**src/verilog/cgl_consts.vh**
```
`ifndef CGL_CONSTS_VH
`define CGL_CONSTS_VH

// ----------------------------------------
// Register byte offsets
// ----------------------------------------
`define CGL_ADDR_CTRL 12'h000
`define CGL_ADDR_MULT 12'h004
`define CGL_ADDR_WORD 12'h008
`define CGL_ADDR_ISTAT 12'h00c
`define CGL_ADDR_IMASK 12'h010

// ----------------------------------------
// Control register fields
// ----------------------------------------
`define CGL_CTRL_INT_ON 0
`define CGL_CTRL_EXT_ON 1
`define CGL_CTRL_SEL_EXT 2
`define CGL_CTRL_W 3
`define CGL_CTRL_RESET 3'h1

// ----------------------------------------
// Multiplier and control word
// ----------------------------------------
`define CGL_MULT_W 8
`define CGL_MULT_RESET 8'h01
`define CGL_WORD_W 12
`define CGL_WORD_RESET 12'h000
`define CGL_WORD_MAX 12'h9ff
`define CGL_DIV_SLOWEST 4'h9
`define CGL_STEP_FINE 12'h001
`define CGL_STEP_MID 12'h008
`define CGL_STEP_COARSE 12'h020

// ----------------------------------------
// Comparator band codes (base clock vs nominal)
// ----------------------------------------
`define CGL_BAND_BELOW_085 3'h0
`define CGL_BAND_085_095 3'h1
`define CGL_BAND_095_100 3'h2
`define CGL_BAND_100_105 3'h3
`define CGL_BAND_105_115 3'h4
`define CGL_BAND_ABOVE_115 3'h5

// ----------------------------------------
// Status word read layout
// ----------------------------------------
`define CGL_WORD_STABLE 12
`define CGL_WORD_INT_EN 13
`define CGL_WORD_EXT_EN 14
`define CGL_WORD_STOP 15

// ----------------------------------------
// Interrupt status and mask bits
// ----------------------------------------
`define CGL_IRQ_STABLE_SET 0
`define CGL_IRQ_STABLE_LOST 1
`define CGL_IRQ_RANGE 2
`define CGL_IRQ_W 3

`endif

```
**src/verilog/cgl_clock_gen.v**
```verilog
// The implementer's own choices: the APB interface to the registers and the register offsets.
`timescale 1ns/1ns
`include "cgl_consts.vh"

// Notes on behaviour
// The bus clock runs at a quarter of the oscillator output clock and half the generator output clock.
// In stop mode the generator stop signal is raised and all internal, external and base clocks are forced low.
// The internal enable is the internal-on bit and not stop, and while it is low the internal and base clocks are low.
// The external enable is the external-on bit and not stop, and while it is low the external clock is low.
// The internal clock is N times the base clock, with N from the multiplier register.
// The oscillator word is a 4-bit divider field above an 8-bit stage field, valid from 0x000 to 0x9ff.
// The base clock is the internal clock divided by N, undivided when N is 0x00 or 0x01.
// The loop filter works on the whole 12-bit word so stage carries and borrows move the divider field.
// Each error band steps the word by -32, -8, -1, +1, +8 or +32 from slowest to fastest base clock.
// A divider field of 0xa to 0xf is presented to the oscillator as 0x9.
// An out-of-range word recovers only through ordinary steps and may settle there.
// The filter-stable flag is set while the base clock error is within five percent.
// The filter makes one step per base clock period and holds the word in between.
module cgl_clock_gen (
    input wire pclk,
    input wire presetn,
    input wire [11:0] paddr,
    input wire psel,
    input wire penable,
    input wire pwrite,
    input wire [31:0] pwdata,
    output reg [31:0] prdata,
    output reg pready,
    output reg pslverr,
    input wire stop_mode,
    input wire ring_osc_in,
    input wire ext_clk_pin,
    input wire [2:0] cmp_band,
    output reg internal_clock,
    output reg external_clock,
    output wire base_clock,
    output reg oscillator_output_clock,
    output reg generator_output_clock,
    output reg bus_clock,
    output reg generator_stop,
    output reg internal_gen_enable,
    output reg external_gen_enable,
    output reg [7:0] stage_control_field,
    output reg [3:0] divider_control_field,
    output reg filter_stable_flag,
    output reg irq
);

    // ----------------------------------------
    // Declarations
    // ----------------------------------------
    reg [4:0] sync1_reg;
    reg [4:0] sync2_reg;
    reg [`CGL_CTRL_W-1:0] ctrl_reg;
    reg [`CGL_MULT_W-1:0] mult_reg;
    reg [`CGL_WORD_W-1:0] word_reg;
    reg [`CGL_WORD_W-1:0] word_next;
    reg [`CGL_IRQ_W-1:0] istat_reg;
    reg [`CGL_IRQ_W-1:0] imask_reg;
    reg [`CGL_IRQ_W-1:0] istat_next;
    reg [`CGL_IRQ_W-1:0] ev_next;
    reg base_prev_reg;
    reg stable_next;
    reg [31:0] rdata_next;
    reg err_next;
    wire ring_s;
    wire ext_s;
    wire [2:0] band_s;
    wire int_en_next;
    wire ext_en_next;
    wire internal_clock_next;
    wire external_clock_next;
    wire osc_next;
    wire gen_next;
    wire bus_next;
    wire internal_clock_rise;
    wire eval;
    wire setup_phase;
    wire wr_fire;
    wire [3:0] div_raw;

    // ----------------------------------------
    // Input synchronisers
    // ----------------------------------------
    // Ring oscillator, crystal pin and comparator are all asynchronous to pclk
    always @(posedge pclk or negedge presetn) begin
        if (!presetn) begin
            sync1_reg <= 5'h00;
            sync2_reg <= 5'h00;
        end else begin
            sync1_reg <= {cmp_band, ext_clk_pin, ring_osc_in};
            sync2_reg <= sync1_reg;
        end
    end

    assign ring_s = sync2_reg[0];
    assign ext_s = sync2_reg[1];
    assign band_s = sync2_reg[4:2];

    // ----------------------------------------
    // Clock enable circuit
    // ----------------------------------------
    assign int_en_next = ctrl_reg[`CGL_CTRL_INT_ON] & ~stop_mode;
    assign ext_en_next = ctrl_reg[`CGL_CTRL_EXT_ON] & ~stop_mode;
    // Gating by the enable also forces the internal and external clocks low in stop mode
    assign internal_clock_next = ring_s & int_en_next;
    assign external_clock_next = ext_s & ext_en_next;
    assign internal_clock_rise = internal_clock_next & ~internal_clock;

    // Source choice is a plain control bit; glitch-free switching is not modelled
    assign osc_next = ctrl_reg[`CGL_CTRL_SEL_EXT] ? external_clock_next : internal_clock_next;
    // Toggle dividers: generator clock is half, bus clock a quarter of the oscillator output
    assign gen_next = (osc_next & ~oscillator_output_clock) ? ~generator_output_clock : generator_output_clock;
    assign bus_next = (gen_next & ~generator_output_clock) ? ~bus_clock : bus_clock;

    // Enables and clock outputs
    always @(posedge pclk or negedge presetn) begin
        if (!presetn) begin
            generator_stop <= 1'b0;
            internal_gen_enable <= 1'b0;
            external_gen_enable <= 1'b0;
            internal_clock <= 1'b0;
            external_clock <= 1'b0;
            oscillator_output_clock <= 1'b0;
            generator_output_clock <= 1'b0;
            bus_clock <= 1'b0;
        end else begin
            generator_stop <= stop_mode;
            internal_gen_enable <= int_en_next;
            external_gen_enable <= ext_en_next;
            internal_clock <= internal_clock_next;
            external_clock <= external_clock_next;
            oscillator_output_clock <= osc_next;
            generator_output_clock <= gen_next;
            bus_clock <= bus_next;
        end
    end

    // ----------------------------------------
    // Modulo-N divider
    // ----------------------------------------
    cgl_modn_div #(
        .N_W(`CGL_MULT_W)
    ) u_modn_div (
        .pclk(pclk),
        .presetn(presetn),
        .enable(int_en_next),
        .internal_clock_level(internal_clock_next),
        .internal_clock_rise(internal_clock_rise),
        .n_factor(mult_reg),
        .base_clock(base_clock)
    );

    // ----------------------------------------
    // Digital loop filter
    // ----------------------------------------
    // One evaluation per base clock period, on its rising edge
    assign eval = base_clock & ~base_prev_reg;

    // Whole-word arithmetic lets stage carries and borrows reach the divider field
    always @* begin
        word_next = word_reg;
        if (eval) begin
            case (band_s)
                `CGL_BAND_BELOW_085: word_next = word_reg - `CGL_STEP_COARSE;
                `CGL_BAND_085_095: word_next = word_reg - `CGL_STEP_MID;
                `CGL_BAND_095_100: word_next = word_reg - `CGL_STEP_FINE;
                `CGL_BAND_100_105: word_next = word_reg + `CGL_STEP_FINE;
                `CGL_BAND_105_115: word_next = word_reg + `CGL_STEP_MID;
                `CGL_BAND_ABOVE_115: word_next = word_reg + `CGL_STEP_COARSE;
                default: word_next = word_reg;
            endcase
        end
    end

    // Stable flag follows the latest evaluation; idle generator is not stable
    always @* begin
        stable_next = filter_stable_flag;
        if (!int_en_next) begin
            stable_next = 1'b0;
        end else if (eval) begin
            stable_next = (band_s == `CGL_BAND_095_100) || (band_s == `CGL_BAND_100_105);
        end
    end

    // Divider field wraps freely; no special recovery path exists
    assign div_raw = word_next[11:8];

    // Word and oscillator control outputs
    always @(posedge pclk or negedge presetn) begin
        if (!presetn) begin
            word_reg <= `CGL_WORD_RESET;
            base_prev_reg <= 1'b0;
            filter_stable_flag <= 1'b0;
            stage_control_field <= 8'h00;
            divider_control_field <= 4'h0;
        end else begin
            word_reg <= word_next;
            base_prev_reg <= base_clock;
            filter_stable_flag <= stable_next;
            stage_control_field <= word_next[7:0];
            divider_control_field <= (div_raw > `CGL_DIV_SLOWEST) ? `CGL_DIV_SLOWEST : div_raw;
        end
    end

    // ----------------------------------------
    // Interrupt events
    // ----------------------------------------
    always @* begin
        ev_next = {`CGL_IRQ_W{1'b0}};
        ev_next[`CGL_IRQ_STABLE_SET] = stable_next & ~filter_stable_flag;
        ev_next[`CGL_IRQ_STABLE_LOST] = ~stable_next & filter_stable_flag;
        ev_next[`CGL_IRQ_RANGE] = eval & (word_next > `CGL_WORD_MAX);
    end

    // ----------------------------------------
    // APB slave
    // ----------------------------------------
    // Answer is prepared in the setup cycle so pready is high in the first access cycle
    assign setup_phase = psel & ~penable;
    assign wr_fire = psel & penable & pready & pwrite;

    always @* begin
        rdata_next = 32'h00000000;
        err_next = 1'b0;
        case (paddr)
            `CGL_ADDR_CTRL: rdata_next[`CGL_CTRL_W-1:0] = ctrl_reg;
            `CGL_ADDR_MULT: rdata_next[`CGL_MULT_W-1:0] = mult_reg;
            `CGL_ADDR_WORD: begin
                rdata_next[`CGL_WORD_W-1:0] = word_reg;
                rdata_next[`CGL_WORD_STABLE] = filter_stable_flag;
                rdata_next[`CGL_WORD_INT_EN] = internal_gen_enable;
                rdata_next[`CGL_WORD_EXT_EN] = external_gen_enable;
                rdata_next[`CGL_WORD_STOP] = generator_stop;
            end
            `CGL_ADDR_ISTAT: rdata_next[`CGL_IRQ_W-1:0] = istat_reg;
            `CGL_ADDR_IMASK: rdata_next[`CGL_IRQ_W-1:0] = imask_reg;
            default: err_next = 1'b1;
        endcase
        if (pwrite) begin
            rdata_next = 32'h00000000;
        end
    end

    // Sticky status: a new event wins over a write-one clear in the same cycle
    always @* begin
        istat_next = istat_reg;
        if (wr_fire && (paddr == `CGL_ADDR_ISTAT)) begin
            istat_next = istat_next & ~pwdata[`CGL_IRQ_W-1:0];
        end
        istat_next = istat_next | ev_next;
    end

    // Bus handshake, registers and interrupt line
    always @(posedge pclk or negedge presetn) begin
        if (!presetn) begin
            prdata <= 32'h00000000;
            pready <= 1'b0;
            pslverr <= 1'b0;
            ctrl_reg <= `CGL_CTRL_RESET;
            mult_reg <= `CGL_MULT_RESET;
            istat_reg <= {`CGL_IRQ_W{1'b0}};
            imask_reg <= {`CGL_IRQ_W{1'b0}};
            irq <= 1'b0;
        end else begin
            pready <= setup_phase;
            pslverr <= setup_phase & err_next;
            prdata <= setup_phase ? rdata_next : 32'h00000000;
            if (wr_fire && (paddr == `CGL_ADDR_CTRL)) begin
                ctrl_reg <= pwdata[`CGL_CTRL_W-1:0];
            end
            if (wr_fire && (paddr == `CGL_ADDR_MULT)) begin
                mult_reg <= pwdata[`CGL_MULT_W-1:0];
            end
            if (wr_fire && (paddr == `CGL_ADDR_IMASK)) begin
                imask_reg <= pwdata[`CGL_IRQ_W-1:0];
            end
            istat_reg <= istat_next;
            irq <= |(istat_next & imask_reg);
        end
    end

endmodule

```
**src/verilog/cgl_modn_div.v**
```verilog
`timescale 1ns/1ns

// ----------------------------------------
// Modulo-N divider: base clock from internal clock
// ----------------------------------------
module cgl_modn_div #(
    parameter N_W = 8
) (
    input wire pclk,
    input wire presetn,
    input wire enable,
    input wire internal_clock_level,
    input wire internal_clock_rise,
    input wire [N_W-1:0] n_factor,
    output reg base_clock
);

    reg [N_W-1:0] cnt_reg;
    reg [N_W-1:0] cnt_next;
    reg base_next;
    wire bypass;
    wire [N_W-1:0] n_last;
    wire [N_W-1:0] n_half;

    // N of 0 or 1 passes the internal clock straight through
    assign bypass = (n_factor <= {{(N_W-1){1'b0}}, 1'b1});
    assign n_last = n_factor - {{(N_W-1){1'b0}}, 1'b1};
    assign n_half = n_factor >> 1;

    // Count internal clock edges; low for the first half of each N-cycle.
    // Starting low means a divider restart by the enable (a new N keeps the count) never raises the
    // base clock without an internal clock edge, so no loop step is faked
    always @* begin
        cnt_next = cnt_reg;
        base_next = 1'b0;
        if (!enable) begin
            cnt_next = {N_W{1'b0}};
            base_next = 1'b0;
        end else if (bypass) begin
            cnt_next = {N_W{1'b0}};
            base_next = internal_clock_level;
        end else begin
            if (internal_clock_rise) begin
                cnt_next = (cnt_reg >= n_last) ? {N_W{1'b0}} : cnt_reg + {{(N_W-1){1'b0}}, 1'b1};
            end
            base_next = (cnt_next >= n_half);
        end
    end

    // Divider state
    always @(posedge pclk or negedge presetn) begin
        if (!presetn) begin
            cnt_reg <= {N_W{1'b0}};
            base_clock <= 1'b0;
        end else begin
            cnt_reg <= cnt_next;
            base_clock <= base_next;
        end
    end

endmodule

```
**config.mk**
```make
export PLATFORM = sky130hd
export DESIGN_NAME = cgl_clock_gen
export DESIGN_NICKNAME = d
export VERILOG_FILES = /design/src/verilog/cgl_clock_gen.v /design/src/verilog/cgl_modn_div.v
export VERILOG_INCLUDE_DIRS = /design/src /design/src/verilog
export SDC_FILE = /design/constraint.sdc
export NUM_CORES = 1
export LEC_CHECK = 0
export ABC_AREA = 1
export BUFFER_PORTS_ARGS = -buffer_cell sky130_fd_sc_hd__buf_2
export CAP_MARGIN = 20
export CORE_AREA = 5 5 115 117
export CTS_CLUSTER_SIZE = 28
export DETAILED_ROUTE_END_ITERATION = 16
export DIE_AREA = 0 0 120 122
export GPL_ROUTABILITY_DRIVEN = 0
export PLACE_DENSITY = 0.68
export SLEW_MARGIN = 20
export SYNTH_ARGS = -nofsm -noshare
export SYNTH_HDL_FRONTEND = slang
export SYNTH_SLANG_ARGS = --single-unit
```
**constraint.sdc**
```tcl
create_clock -name pclk -period 4.5 [get_ports pclk]
set_input_delay 0.225 -clock pclk [delete_from_list [all_inputs] [get_ports pclk]]
set_output_delay 0.225 -clock pclk [all_outputs]
set_load 0.05 [all_outputs]
```
-- After elaboration in Yosys (flattened, before gate mapping)
Index checks and enable logic that the tools add are counted.
- register bits after elaboration: 105
- latch bits: 0
- memory bits (writable): 0
- bits in read-only memories: 0
- input bits: 55
- output and inout port bits: 57
- logic and storage cells: 107
- memories kept: 0
- add/sub/neg operators: 8
- multiply operators: 0
- div/mod/pow operators: 0
- magnitude comparators: 5
- eq/ne operators: 9
- shifts and indexed selects: 0
- multiplexer cells: 22
- bitwise gates (word level): 29
- reduce and logical (&&, ||, !) cells: 9
- operators with widths (operator ; count):
    case mux 12 bit (6 select lines) ; 1
    2-to-1 mux 8 bit ; 7
    2-to-1 mux 32 bit ; 1
    equality test 12 x 4 -> 1 bit, second input constant ; 2
    bitwise AND 1 bit ; 16
    2-to-1 mux 16 bit ; 1
    case mux 3 bit (5 select lines) ; 1
    adder 12 x 1 -> 12 bit, second input constant ; 1
    adder 12 x 4 -> 12 bit, second input constant ; 1
    adder 12 x 6 -> 12 bit, second input constant ; 1
    equality test 12 x 3 -> 1 bit, second input constant ; 1
    equality test 12 x 5 -> 1 bit, second input constant ; 1
    > comparator 12 bit, second input constant ; 1
    logical NOT 12 bit ; 1
    2-to-1 mux 12 bit ; 1
    subtractor 12 x 1 -> 12 bit, second input constant ; 1
    subtractor 12 x 4 -> 12 bit, second input constant ; 1
    subtractor 12 x 6 -> 12 bit, second input constant ; 1
    case mux 5 bit (2 select lines) ; 1
    NOT 1 bit ; 9
    adder 8 x 1 -> 8 bit, second input constant ; 1
    >= comparator 8 x 7 -> 1 bit ; 1
    >= comparator 8 bit ; 1
    <= comparator 8 x 1 -> 1 bit, second input constant ; 1
    16 further kinds ; 28

-- Depth between registers and ports, before layout
- word-level depth: 10
- gate-level depth with buffers: 26
- mapped depth without buffers: 26

-- By module
From an unflattened synthesis, not the netlist that was laid out.
- cell total of the unflattened synthesis: 705
- area total of the unflattened synthesis: 5507.8 um^2
- by module, submodules not included (module ; instances ; cells each ; area an instance (um^2) ; sequential area each (um^2)):
    cgl_clock_gen ; 1 ; 566 ; 4513.1 ; 1804.2
    cgl_modn_div ; 1 ; 139 ; 994.7 ; 225.2

-- Worst setup path before layout
Ideal clock, no wire load.
- path type: register -> register
- from: register mult_reg[0]
- to: register u_modn_div.base_clock
- setup time: 0.117 ns
- arrival: 2.964 ns
- data required time: 4.383 ns
- path slack: 1.419 ns
- cell stages (with the launch flop): 26
- buffers on the path: 0
- clock period less this slack: 3.081 ns
- cells stage by stage: dfstp_2 inv_1 ha_1 nand2_1 xor2_1 inv_1 ha_1 nand2_1 nor2_1 nand4_1 o2111ai_1 nand2_1 inv_1 nor3_1 ha_1 a21boi_0 o21ai_0 nand2_1 nand2_1 nand2_1 nand2_1 nand2_1 nand2_1 nand3_1 o21ai_1 inv_1
- cells in the longest elaborated chain, start to end: 9
- elaborated cells between the ends (all ways): 10
- those cells by class: add/sub (1); order compare (3); mux (6)
- ends and longest elaborated chain (element ; line ; text):
    start: declaration ; cgl_clock_gen.v:55 ; reg [`CGL_MULT_W-1:0] mult_reg;
    start signal: assignment ; cgl_clock_gen.v:261 ; mult_reg <= `CGL_MULT_RESET;
    start signal: assignment ; cgl_clock_gen.v:273 ; mult_reg <= pwdata[`CGL_MULT_W-1:0];
    subtractor 8 x 1 -> 8 bit ; cgl_modn_div.v:27 ; assign n_last = n_factor - {{(N_W-1){1'b0}}, 1'b1};
    >= comparator 8 bit ; cgl_modn_div.v:44 ; cnt_next = (cnt_reg >= n_last) ? {N_W{1'b0}} : cnt_reg + {{(N_W-1){1'b0}}, 1'b1};
    2-to-1 mux 8 bit ; cgl_modn_div.v:44 ;
    2-to-1 mux 8 bit ; cgl_modn_div.v:43 ; if (internal_clock_rise) begin
    2-to-1 mux 8 bit ; cgl_modn_div.v:39 ; end else if (bypass) begin
    2-to-1 mux 8 bit ; cgl_modn_div.v:36 ; if (!enable) begin
    >= comparator 8 x 7 -> 1 bit ; cgl_modn_div.v:46 ; base_next = (cnt_next >= n_half);
    2-to-1 mux 1 bit * ; cgl_modn_div.v:39 ;
    2-to-1 mux 1 bit * ; cgl_modn_div.v:36 ;
    net u_modn_div.base_next ; cgl_modn_div.v:20 ; reg base_next;
    end signal: assignment ; cgl_modn_div.v:57 ; base_clock <= base_next;
    end: declaration ; cgl_modn_div.v:15 ; output reg base_clock
The timed path passes the listed nets; every way through them passes the cells marked *. The select of a mux whose other input is x is not followed.
A chain may end at the register's enable or synchronous reset.

-- Worst setup path in the final report
Ends and elaborated chain as after synthesis.

==> qor.yml <==
status: "complete, no violations"
power_per_cell_area_mw_per_mm2: 263.9
synthCells: 691
firstDrtPassIters: 4
fin_cells: 922
ys_seq_elements: 81
drc: 0
die_w_um: 120
netlist.area_leader.share_pct: 36.72
arrival_ps: 3720
crit_top_cell: "nand2_1"
die_y_um: 122
coreArea_mm2: 0.01226
clockRootBuffer: "clkbuf_16"
max_stage_delay_ps: 560
wl_mm: 12.30
io_buffers: 71
synthTopCellsByArea: "dfrtp_1 (37%), nand2_1 (12%), ha_1 (10%)"
ys.flop_type: "dfrtp_1"
final_hold_viol_count: 0
slew_viol_final: 0
syn_area_mm2: 0.005384
rows: 41
grt_pass1_wl_mm: 20.13
antenna_found_initial: 0
synth_area_per_cell_um2: 7.791
power.internal_mw: 1.220
p_comb_share_pct: 8.8
cts_setup_buffers: 0
largest_register_ffs: 16
start_util_pct: 43.91
postCtsResizedCells: 0
drv_cap: 0
clkLatencyLatePin_ps: 340
slew_headroom_pct: 52.43
setup_violations: 0
drive_gt1_share_pct: 17.23
dieArea_mm2: 0.01464
cts_tree: "built"
fin_crit_sh_pct: 77.44
vias: 4440
synth.distinct_cells: 47
htree_levels: 3
cp_max_fo: 8
finalClockSkew_ps: 9.757
grt.total_usage_pct: 17.45
ys_seq_area_share_pct: 37.69
hold_path_class: "in -> reg"
cts_buffer_depth: 2
layout_common_cells: "nand2_1 (176), inv_1 (102), dfrtp_1 (79)"
fmax_ghz: 0.2870
synth_area_leader_cell: "dfrtp_1"
final_util_pct: 50.14
tns_ps: 0
clk_pin_slew_worst_paths_ps: 60
irDropWorstVdd_mv: 0.2062
grt_pass1_vias: 4172
whs_ps: 49.86
dp_hpwl_mm: 9.676
crit_path_end_kind: "flop"
switching_share_pct: 24.80
cts.sinks: 81
cp-start-kind: "flop"
power_frac_seq_pct: 45.7
cp_data_required_time_ps: 4730
dp_cells: 900
synth_warnings: 0
p_switching_mw: 0.4024
grt-ovfl-total: 0
p_leak_nw: 3.384
cts_inserted_buffers: 9
synth_edf_count: 0
regArea_mm2: 0.002029
ant_nets: 0
rsz0062_at_grt: "no"
via_per_inst: 4.816
reg2reg_slack_ps: 1020
power.total_mw: 1.622
fillers: 1201
routedWlPerCell_um: 13.34
mostFrequentLayoutCell: "nand2_1"
clkPwrFrac_pct: 45.5
worstSetupPathType: "reg -> reg"
slowest_stage: "dfstp_2"
multi_input_area_mm2: 0.002795
syn_to_final_growth_pct: 14.18
ios: 112
max_slew.worst_pin.slew_ps: 713.5
ys_async_sr_fraction_pct: 100.0
drt_iter0_markers: 222
grt_max_degree: 82
nets: 868
finalCriticalPeriod_ps: 3485
antennaDiodeCount: 0
-- area by class of cell --
type,count,share of cell area (%)
clock buffer,12,4.010
clock inverter,4,0.8345
inverter,110,6.758
multi-input combinational,488,45.47
sequential,81,33.01
tap,150,3.053
timing repair buffer,77,6.859
-- power by group through the flow --
stage | logic [mW] | registers (mW) | clock network [mW]
after global placement | 0.138 | 0.755 | 0
after CTS | 0.142 | 0.742 | 0.756
final | 0.142 | 0.741 | 0.738
after detailed placement | 0.139 | 0.755 | 0
after global routing | 0.159 | 0.742 | 0.785
after floorplan | 0.0994 | 0.759 | 0
-- routing by layer --
| layer | track usage, % | vias up | wire length [µm] |
|---|---|---|---|
| li1 | - | 2334 | - |
| met1 | 23.05 | 1982 | 5673 |
| met2 | 28.13 | 111 | 5737 |
| met3 | 4.596 | 13 | 711 |
| met4 | 5.440 | 0 | 180 |
| met5 | 0 | - | 0 |
-- metrics by stage --
stage / instance area (µm²) / worst slack (ps)
4_1_cts: 6133 / 1015
3_5_place_dp: 5786 / 1051
3_3_place_gp: 5786 / 1049
5_1_grt: 6147 / 571.5
2_1_floorplan: 5440 / 1419
6_report: 6147 / 1015
-- synth_stat cells (4+ instances only) --
cell type / instances
a21oi_1: 30
buf_4: 24
dfrtp_1: 79
ha_1: 43
inv_1: 102
inv_2: 6
mux2_1: 4
nand2_1: 176
nand2_2: 10
nand3_1: 38
nand3_2: 6
nand4_1: 7
nor2_1: 47
nor2_2: 7
nor2_4: 4
nor3_1: 12
nor3b_1: 5
o21ai_0: 31
or2_2: 5
xor2_1: 12
-- worst max-delay path: cells and delay by family, from the launching register on --
kind	cells	cell delay, ps
AOI/OAI and AO/OA	4	540
xor gates and xnor gates	1	140
adders and majority gates	3	770
buffers and inverters	4	420
DFF	1	560
and+or+nand+nor	13	960
-- path summary, 6_finish.rpt --
check,from,to,cells past startpoint
worst max-delay path,mult_reg[0],u_modn_div.base_clock,25
worst min-delay path,stop_mode,generator_stop,1
worst max register to register,mult_reg[0],u_modn_div.base_clock,25
worst min register to register,sync1_reg[2],sync2_reg[2],0
max in group asynchronous,presetn,istat_reg[0],2
min in group asynchronous,presetn,sync2_reg[2],2
-- timing repair --
item / CTS / global route
endpoints found under the hold margin: 5 / 47
hold buffers: 5 / 1
setup endpoints to repair: 0 / 0
-- kinds of logic after synthesis --
group                      count (synthesis)  synth area share [%]
DFF                                       81                 37.69
AOI/OAI and AO/OA                         79                 8.158
and+or+nand+nor                          327                 28.05
other                                      1               0.06965
xor gates and xnor gates                  15                 2.440
buffers and inverters                    137                 11.43
adders and majority gates                 46                 11.11
muxes                                      5                 1.046
No activity file was read; power rests on OpenSTA's default activity.
